## src/wake_ctl_params.svh

```systemverilog
// Offsets, field positions, reset values and base address of the wake block
`ifndef WAKE_CTL_PARAMS_SVH
`define WAKE_CTL_PARAMS_SVH

// Host view offsets
`define HOST_WAKE_STATUS_OFS 5'h00
`define HOST_SLEEP_REQ_OFS 5'h07
`define HOST_SMI_EN_OFS 5'h13
`define HOST_IRQ_EN_OFS 5'h15

// Controller view base and offsets
`define PROC_BASE_ADDR 16'h1400
`define PROC_CS1_OFS 5'h00
`define PROC_CS2_OFS 5'h02
`define PROC_CS3_OFS 5'h04
`define PROC_BASE_LO_OFS 5'h08
`define PROC_BASE_HI_OFS 5'h0A
`define PROC_CIER_OFS 5'h0C
`define PROC_HSTAT_OFS 5'h0E
`define PROC_HIER_OFS 5'h10

// Field positions
`define SOFT_EVENT_BIT 6
`define CALL_DETECT_BIT 3
`define SECOND_IND_BIT 1
`define FIRST_IND_BIT 0
`define MODULE_EVENT_BIT 7
`define CLEAR_MODE_BIT 5

// Writable masks
`define EVENT_BITS_MASK 8'hCB
`define SLEEP_REQ_MASK 8'h3E
// Event bits that may reach the outputs; mask bit 7 is storage only
`define ROUTE_BITS_MASK 8'h4B

// Reset values
`define REG_RESET 8'h00
`define FLAG_RESET 8'h00

`endif

```

## src/wake_ctl_pkg.sv

```systemverilog
// Types shared by the wake block, its host model and its checks
package wake_ctl_pkg;

  // Host register port, one access per strobe
  typedef struct packed {
    logic wr;
    logic rd;
    logic [4:0] addr;
    logic [7:0] wdata;
  } host_bus_req_t;

  // Embedded processor register port
  typedef struct packed {
    logic wr;
    logic rd;
    logic [15:0] addr;
    logic [7:0] wdata;
  } proc_bus_req_t;

  // Raw wake event levels
  typedef struct packed {
    logic module_event;
    logic call_detect;
    logic call_detect_mode;
    logic second_call_indicator_n;
    logic first_call_indicator_n;
  } wake_events_t;

  // Register state of the top module
  typedef struct packed {
    logic [7:0] smi_en;
    logic [7:0] irq_en;
    logic [7:0] req;
    logic [7:0] cs1;
    logic [7:0] cs3;
    logic [7:0] base_lo;
    logic [7:0] base_hi;
    logic [7:0] cier;
    logic [7:0] hstat;
    logic [7:0] hier;
    logic [7:0] host_rdata;
    logic [7:0] proc_rdata;
    logic smi_n;
    logic irq;
  } wake_regs_t;

endpackage

```

## src/event_flag_bank.sv

```systemverilog
// Bank of sticky flags in which a set always beats a clear
`timescale 1ns/1ps
`include "wake_ctl_params.svh"

module event_flag_bank #(
  parameter int W = 8
) (
  // Clock and reset
  input wire logic core_clk_in,
  input wire logic rst_n_in,
  // Flag control
  input wire logic [W-1:0] set_in,
  input wire logic [W-1:0] clr_in,
  // Flag state
  output logic [W-1:0] flags_out
);

  logic [W-1:0] flags_d;

  // Set wins so an event in the clear cycle is never lost
  always_comb begin
    flags_d = (flags_out & ~clr_in) | set_in;
  end

  always_ff @(posedge core_clk_in or negedge rst_n_in) begin
    if (!rst_n_in) begin
      flags_out <= '0;
    end else begin
      flags_out <= flags_d;
    end
  end

endmodule

```

## src/wake_event_acpi_request_regs.sv

```systemverilog
// Wake event, sleep request and enable registers with both register views
//
// Contract
// - Reading the sleep-state request register always returns zero.
// - Bits 5..1 of the request register are host request flags, reset 0.
// - Bits 7, 6 and 0 of the request register are reserved, read as zero.
// - SMI mask bits 6, 3, 1, 0 route soft, call, second, first events.
// - Interrupt mask uses the same bits to route events to the interrupt.
// - Both masks clear at power-up and at a host software reset.
// - Mask bits 5..4 and 2 read zero; bit 7 is a plain read/write bit.
// - Controller registers answer only the processor port, based at 1400h.
// - Controller map is 00h, 02h, 04h, 08h, 0Ah, 0Ch, 0Eh and 10h.
// - Event status flags 7, 3, 1, 0 are set by active events and cleared by writing 1.
// - Mirror flags copy sleep requests; a zero request sets the S0 flag.
`timescale 1ns/1ps
`include "wake_ctl_params.svh"

module wake_event_acpi_request_regs (
  // Clock and reset
  input wire logic core_clk_in,
  input wire logic rst_n_in,
  input wire logic host_sw_reset_in,
  // Host register port
  input wire wake_ctl_pkg::host_bus_req_t host_req_in,
  output logic [7:0] host_rdata_out,
  // Embedded processor register port
  input wire wake_ctl_pkg::proc_bus_req_t proc_req_in,
  output logic [7:0] proc_rdata_out,
  // Wake events
  input wire wake_ctl_pkg::wake_events_t events_in,
  // Wake outputs
  output logic system_mgmt_irq_n_out,
  output logic wake_irq_out
);
  import wake_ctl_pkg::*;

  wake_regs_t regs_q;
  wake_regs_t regs_d;
  logic [7:0] status_flags;
  logic [7:0] status_set;
  logic [7:0] status_clr;
  logic [5:0] mirror_flags;
  logic [5:0] mirror_set;
  logic [5:0] mirror_clr;
  logic proc_hit;
  logic [4:0] proc_ofs;
  logic host_wr_status;
  logic host_wr_req;
  logic proc_wr_cs2;
  logic proc_wr_hstat;
  logic clear_mode;
  logic [7:0] host_rd_mux;
  logic [7:0] proc_rd_mux;
  localparam logic [15:0] PROC_BASE = `PROC_BASE_ADDR;

  ////////////////////////////////////////////////////////////////////////////
  // Address decode

  // Only the processor port sees the 1400h window; the host never reaches it
  assign proc_hit = (proc_req_in.addr[15:5] == PROC_BASE[15:5]);
  assign proc_ofs = proc_req_in.addr[4:0];
  assign host_wr_status = host_req_in.wr &&
                          (host_req_in.addr == `HOST_WAKE_STATUS_OFS);
  assign host_wr_req = host_req_in.wr &&
                       (host_req_in.addr == `HOST_SLEEP_REQ_OFS);
  assign proc_wr_cs2 = proc_req_in.wr && proc_hit &&
                       (proc_ofs == `PROC_CS2_OFS);
  assign proc_wr_hstat = proc_req_in.wr && proc_hit &&
                         (proc_ofs == `PROC_HSTAT_OFS);
  assign clear_mode = regs_q.cs1[`CLEAR_MODE_BIT];

  ////////////////////////////////////////////////////////////////////////////
  // Wake event status flags

  // Events set flags while active; write-one clears; soft bit has two modes
  always_comb begin
    status_set = 8'h00;
    status_clr = 8'h00;
    status_set[`MODULE_EVENT_BIT] = events_in.module_event;
    status_set[`CALL_DETECT_BIT] = events_in.call_detect &&
                                   events_in.call_detect_mode;
    status_set[`SECOND_IND_BIT] = !events_in.second_call_indicator_n;
    status_set[`FIRST_IND_BIT] = !events_in.first_call_indicator_n;
    if (host_wr_status) begin
      status_clr = host_req_in.wdata & `EVENT_BITS_MASK;
      status_clr[`SOFT_EVENT_BIT] = 1'b0;
      if (host_req_in.wdata[`SOFT_EVENT_BIT]) begin
        // Toggle mode flips the bit, set mode only ever sets it
        if (clear_mode || !status_flags[`SOFT_EVENT_BIT]) begin
          status_set[`SOFT_EVENT_BIT] = 1'b1;
        end else begin
          status_clr[`SOFT_EVENT_BIT] = 1'b1;
        end
      end
    end
    // In set mode the processor retires the soft event
    if (proc_wr_hstat && clear_mode &&
        proc_req_in.wdata[`SOFT_EVENT_BIT]) begin
      status_clr[`SOFT_EVENT_BIT] = 1'b1;
    end
    // A mode-off call detector holds its flag at zero
    if (!events_in.call_detect_mode) begin
      status_clr[`CALL_DETECT_BIT] = 1'b1;
    end
    // Software reset wipes all flags; live events re-arm them next cycle
    if (host_sw_reset_in) begin
      status_set = 8'h00;
      status_clr = 8'hFF;
    end
  end

  event_flag_bank #(
    .W(8)
  ) u_status_flags (
    .core_clk_in(core_clk_in),
    .rst_n_in(rst_n_in),
    .set_in(status_set),
    .clr_in(status_clr),
    .flags_out(status_flags)
  );

  ////////////////////////////////////////////////////////////////////////////
  // Sleep request mirrors on the controller side

  // Bits 5..1 follow host requests, bit 0 marks a return to working state
  always_comb begin
    mirror_set = 6'h00;
    mirror_clr = 6'h00;
    if (host_wr_req) begin
      mirror_set[5:1] = host_req_in.wdata[5:1];
      mirror_set[0] = (host_req_in.wdata[5:1] == 5'h00);
    end
    if (proc_wr_cs2) begin
      mirror_clr = proc_req_in.wdata[5:0];
    end
  end

  event_flag_bank #(
    .W(6)
  ) u_mirror_flags (
    .core_clk_in(core_clk_in),
    .rst_n_in(rst_n_in),
    .set_in(mirror_set),
    .clr_in(mirror_clr),
    .flags_out(mirror_flags)
  );

  ////////////////////////////////////////////////////////////////////////////
  // Read multiplexers

  // Host view; the request register is write-only in effect
  always_comb begin
    host_rd_mux = 8'h00;
    unique case (host_req_in.addr)
      `HOST_WAKE_STATUS_OFS: host_rd_mux = status_flags & `EVENT_BITS_MASK;
      `HOST_SLEEP_REQ_OFS: host_rd_mux = 8'h00;
      `HOST_SMI_EN_OFS: host_rd_mux = regs_q.smi_en;
      `HOST_IRQ_EN_OFS: host_rd_mux = regs_q.irq_en;
      default: host_rd_mux = 8'h00;
    endcase
  end

  // Controller view; misses and holes read as zero
  always_comb begin
    proc_rd_mux = 8'h00;
    if (proc_hit) begin
      unique case (proc_ofs)
        `PROC_CS1_OFS: proc_rd_mux = regs_q.cs1;
        `PROC_CS2_OFS: proc_rd_mux = {2'b00, mirror_flags};
        `PROC_CS3_OFS: proc_rd_mux = regs_q.cs3;
        `PROC_BASE_LO_OFS: proc_rd_mux = regs_q.base_lo;
        `PROC_BASE_HI_OFS: proc_rd_mux = regs_q.base_hi;
        `PROC_CIER_OFS: proc_rd_mux = regs_q.cier;
        `PROC_HSTAT_OFS: proc_rd_mux = regs_q.hstat;
        `PROC_HIER_OFS: proc_rd_mux = regs_q.hier;
        default: proc_rd_mux = 8'h00;
      endcase
    end
  end

  ////////////////////////////////////////////////////////////////////////////
  // Register next state

  always_comb begin
    regs_d = regs_q;
    // Host writes; reserved mask bits are never stored
    if (host_req_in.wr) begin
      unique case (host_req_in.addr)
        `HOST_SLEEP_REQ_OFS:
          regs_d.req = host_req_in.wdata & `SLEEP_REQ_MASK;
        `HOST_SMI_EN_OFS:
          regs_d.smi_en = host_req_in.wdata & `EVENT_BITS_MASK;
        `HOST_IRQ_EN_OFS:
          regs_d.irq_en = host_req_in.wdata & `EVENT_BITS_MASK;
        default: regs_d.req = regs_q.req;
      endcase
    end
    // Processor writes to plain storage registers
    if (proc_req_in.wr && proc_hit) begin
      unique case (proc_ofs)
        `PROC_CS1_OFS: regs_d.cs1 = proc_req_in.wdata;
        `PROC_CS3_OFS: regs_d.cs3 = proc_req_in.wdata;
        `PROC_BASE_LO_OFS: regs_d.base_lo = proc_req_in.wdata;
        `PROC_BASE_HI_OFS: regs_d.base_hi = proc_req_in.wdata;
        `PROC_CIER_OFS: regs_d.cier = proc_req_in.wdata;
        `PROC_HSTAT_OFS: regs_d.hstat = proc_req_in.wdata;
        `PROC_HIER_OFS: regs_d.hier = proc_req_in.wdata;
        default: regs_d.cs3 = regs_q.cs3;
      endcase
    end
    // Masks and host requests fall back to zero on a host software reset
    if (host_sw_reset_in) begin
      regs_d.smi_en = `REG_RESET;
      regs_d.irq_en = `REG_RESET;
      regs_d.req = `REG_RESET;
    end
    // Read data is captured on the strobe and held until the next one
    if (host_req_in.rd) begin
      regs_d.host_rdata = host_rd_mux;
    end
    if (proc_req_in.rd) begin
      regs_d.proc_rdata = proc_rd_mux;
    end
    // Registered outputs lag the flags by one cycle to stay glitch free;
    // mask bit 7 is plain storage, so the module event routes nowhere
    regs_d.smi_n = ~|(status_flags & regs_q.smi_en &
                      `ROUTE_BITS_MASK);
    regs_d.irq = |(status_flags & regs_q.irq_en &
                   `ROUTE_BITS_MASK);
  end

  // Power-up reset puts every register to its default
  always_ff @(posedge core_clk_in or negedge rst_n_in) begin
    if (!rst_n_in) begin
      regs_q <= '0;
      regs_q.smi_n <= 1'b1;
    end else begin
      regs_q <= regs_d;
    end
  end

  ////////////////////////////////////////////////////////////////////////////
  // Outputs

  assign host_rdata_out = regs_q.host_rdata;
  assign proc_rdata_out = regs_q.proc_rdata;
  assign system_mgmt_irq_n_out = regs_q.smi_n;
  assign wake_irq_out = regs_q.irq;

endmodule

```

## config.mk

```make
export PLATFORM = sky130hd
export DESIGN_NAME = wake_event_acpi_request_regs
export DESIGN_NICKNAME = d
export VERILOG_FILES = /design/src/wake_ctl_pkg.sv /design/src/event_flag_bank.sv /design/src/wake_event_acpi_request_regs.sv
export VERILOG_INCLUDE_DIRS = /design/src
export SDC_FILE = /design/constraint.sdc
export NUM_CORES = 1
export LEC_CHECK = 0
export BUFFER_PORTS_ARGS = -buffer_cell sky130_fd_sc_hd__buf_2
export CORE_ASPECT_RATIO = 0.7
export CORE_MARGIN = 10
export CORE_UTILIZATION = 55
export DETAILED_ROUTE_END_ITERATION = 16
export PLACE_DENSITY = 0.88
export SYNTH_ARGS = -nofsm -noshare
export SYNTH_HDL_FRONTEND = slang
export SYNTH_SLANG_ARGS = --single-unit
```

## constraint.sdc

```tcl
create_clock -name core_clk_in -period 2.8 [get_ports core_clk_in]
set_input_delay 0.28 -clock core_clk_in [delete_from_list [all_inputs] [get_ports core_clk_in]]
set_output_delay 0.28 -clock core_clk_in [all_outputs]
set_load 0.005 [all_outputs]
```

==> out/metrics.yaml <==
clock_tree:
  cts_tree: "yes"
  cts-root-buf: "clkbuf_16"
  ctsResizeCount: 0
  cts_made_buffers: 9
  clock_path_buffers: 2
  cts_max_level: 3
  cts_hold_buffers: 0
  clk_latency_ns: 0.34
  clk_pin_slew_ns: 0.06
  cts_setup_buffers: 0
  cts.sinks: 92
run_status:
  outcome: "completed"
power:
  total_power_uw: 2710
  ir_drop_v: 0.000292
  p_per_area_nw_per_um2: 529
  p_leak_uw: 0.00250
route:
  routed-via-count: 3403
  drc: 0
  vias_per_cell: 6.46
  wl_per_cell_microns: 22.3
  drt_wl_total_mm: 11.8
  antenna_left: 0
  drtPass1Iterations: 6
  drtIter0Drc: 423
sta:
  max_freq_mhz: 520
  min_period_ns: 1.92
  rsz0062_at_grt: "no"
  slew_headroom_pct: 26.1
  setup_tns_ns: 0
  hold_viol_final: 0
  period_share_pct: 68.7
  worst_pin_slew_ns: 1.11
  hold_ws_ns: 0.127
  setup_violations: 0
  drv_slew: 0
  finClkSkew_ns: 0.00396
synthesis:
  synth_common_cells: "91 x dfrtp_1, 60 x mux2_2, 27 x mux2i_1"
  syn_area_sq_um: 4530
  ys_seq_area_share_pct: 50.8
  synth_top_area_share_pct: 50.3
  synth_area_leaders: "dfrtp_1 50%, mux2_2 15%, mux2i_1 6.0%"
  ys_seq_elements: 92
  synth_edf_count: 0
  synth.distinct_cells: 50
  synth_area_per_cell_sq_um: 12.2
  synth-async-reset-ratio_pct: 100
  yosys.cell_count.top_type: "dfrtp_1"
  synthFlopType: "dfrtp_1"
  yosysWarnings: 0
  syn_inst: 370
  yosysTopAreaCell: "dfrtp_1"
place:
  gp_congestion: 0.923
  place_area_sq_um: 4840
  placed_cells: 511
  dp_hpwl_mm: 8.32
  io_buffers: 63
critical_path:
  max_stage_delay_ns: 0.40
  path_cells: "buf_2 -> nor3b_2 -> and3_1 -> nor2b_1 -> buf_4 -> mux2_2"
  r2r_slack_ns: 1.53
  cp-end-kind: "flop"
  critPathKind: "input pin to flop"
  crit_slowest_cell: "nor3b_2"
  reg2reg_depth: 3
  worstPathRequired_ns: 3.02
  crit_fanout: 13
  arrival_ns: 2.14
  worst_setup_path_start_kind: "input pin"
finish:
  drive_gt1_share_pct: 37.6
  antenna_cells: 0
  fin_area_sq_um: 5120
  stdcell_count: 527
  area_growth_pct: 13.1
  nNetsFinal: 470
floorplan:
  initial_core_util_pct: 57.1
  die_y_microns: 95.9
  dieArea_sq_um: 12300
  die_w_microns: 128
  rows: 27
  io_pins: 67
  core-area_sq_um: 7940
grt:
  first_global_vias: 3494
  antenna_found_initial: 0
  grt_pass1_wl_mm: 18.5
  grt_max_degree: 93
  grt_overflow_total: 0
  grt_usage_pct: 18.8
min_path:
  hold_depth: 2
  hp-class: "input pin to flop"
run:
  timing.max_cap.violations: 0
==> stage by stage <==
step | worst slack [ns] | util [%]
final | 0.875 | 64.5
after global routing | 0.740 | 64.5
after CTS | 0.932 | 64.5
after detailed placement | 0.598 | 61.0
after global placement | 0.686 | 61.0
after floorplan | 1.06 | -
==> sequential cells by signal, summed over array words and instances, names as in the netlist <==
name	flops
wake_irq_out	1
system_mgmt_irq_n_out	1
proc_rdata_out	8
host_rdata_out	5
u_mirror_flags.flags_out	6
regs_q	65
clear_mode	1
u_status_flags.flags_out	5
==> power breakdown <==
group          switching [uW]  total [uW]  leakage [uW]  internal, uW
sequential               17.5        1370       0.00126          1350
clock                     516        1140      0.000128           628
combinational             127         194       0.00111          67.1
==> worst paths after layout <==
path,from,to
max reg2reg,regs_q[38],proc_rdata_out[4]
max in group asynchronous,rst_n_in,regs_q[50]
min,events_in[0],u_status_flags.flags_out[0]
min reg2reg,regs_q[96],system_mgmt_irq_n_out
max,proc_req_in[9],regs_q[49]
min in group asynchronous,rst_n_in,regs_q[41]
==> cell type report <==
cell class | count | area, sq um
Multi-Input combinational cell | 247 | 2040
Fill cell | 590 | 2820
Clock inverter | 5 | 36.3
Clock buffer | 11 | 243
Sequential cell | 92 | 2300
Tap cell | 101 | 126
Inverter | 2 | 7.51
Timing Repair Buffer | 69 | 363
==> layout by cell type (no fill, tap or decap), types with 3 or more instances in the layout <==
cell type / instances
clkbuf_16: 9
conb_1: 3
a222oi_1: 8
o21ai_0: 3
mux2_2: 60
nor2b_1: 8
nand3_1: 12
mux2i_1: 27
a21oi_1: 11
a22oi_1: 8
a221oi_1: 5
nand4_1: 5
nor2_1: 25
a32oi_1: 5
dfrtp_1: 91
buf_4: 7
nand2_1: 16
buf_2: 62
and3_1: 7
nor4_1: 3
a22o_1: 7
clkinvlp_4: 3
==> kinds of logic after synthesis <==
kind of cell	Yosys count	synth area share [%]
AOI/OAI and AO/OA	55	9.42
buffers and inverters	33	4.23
DFF	92	50.8
muxes	88	21.1
other	1	0.0828
and+or+nand+nor	101	14.3
==> per-layer routing <==
metal  routed length (microns)  GRT usage (%)  vias to the layer above  part of all wire [%]
li1                          -              -                     1471                     -
met1                      4890           24.5                     1730                    42
met2                      5570           29.8                      175                    47
met3                      1080           5.05                       27                   9.2
met4                       218           6.73                        0                   1.9
met5                         0              0                        -                     0
==> worst max-delay path: cells and delay by family <==
kind | cells | cell delay (ns)
AND/OR/NAND/NOR | 3 | 0.99
multiplexers | 1 | 0.37
buffers and inverters | 2 | 0.51
Note: power is estimated with default switching activity, not from simulation.
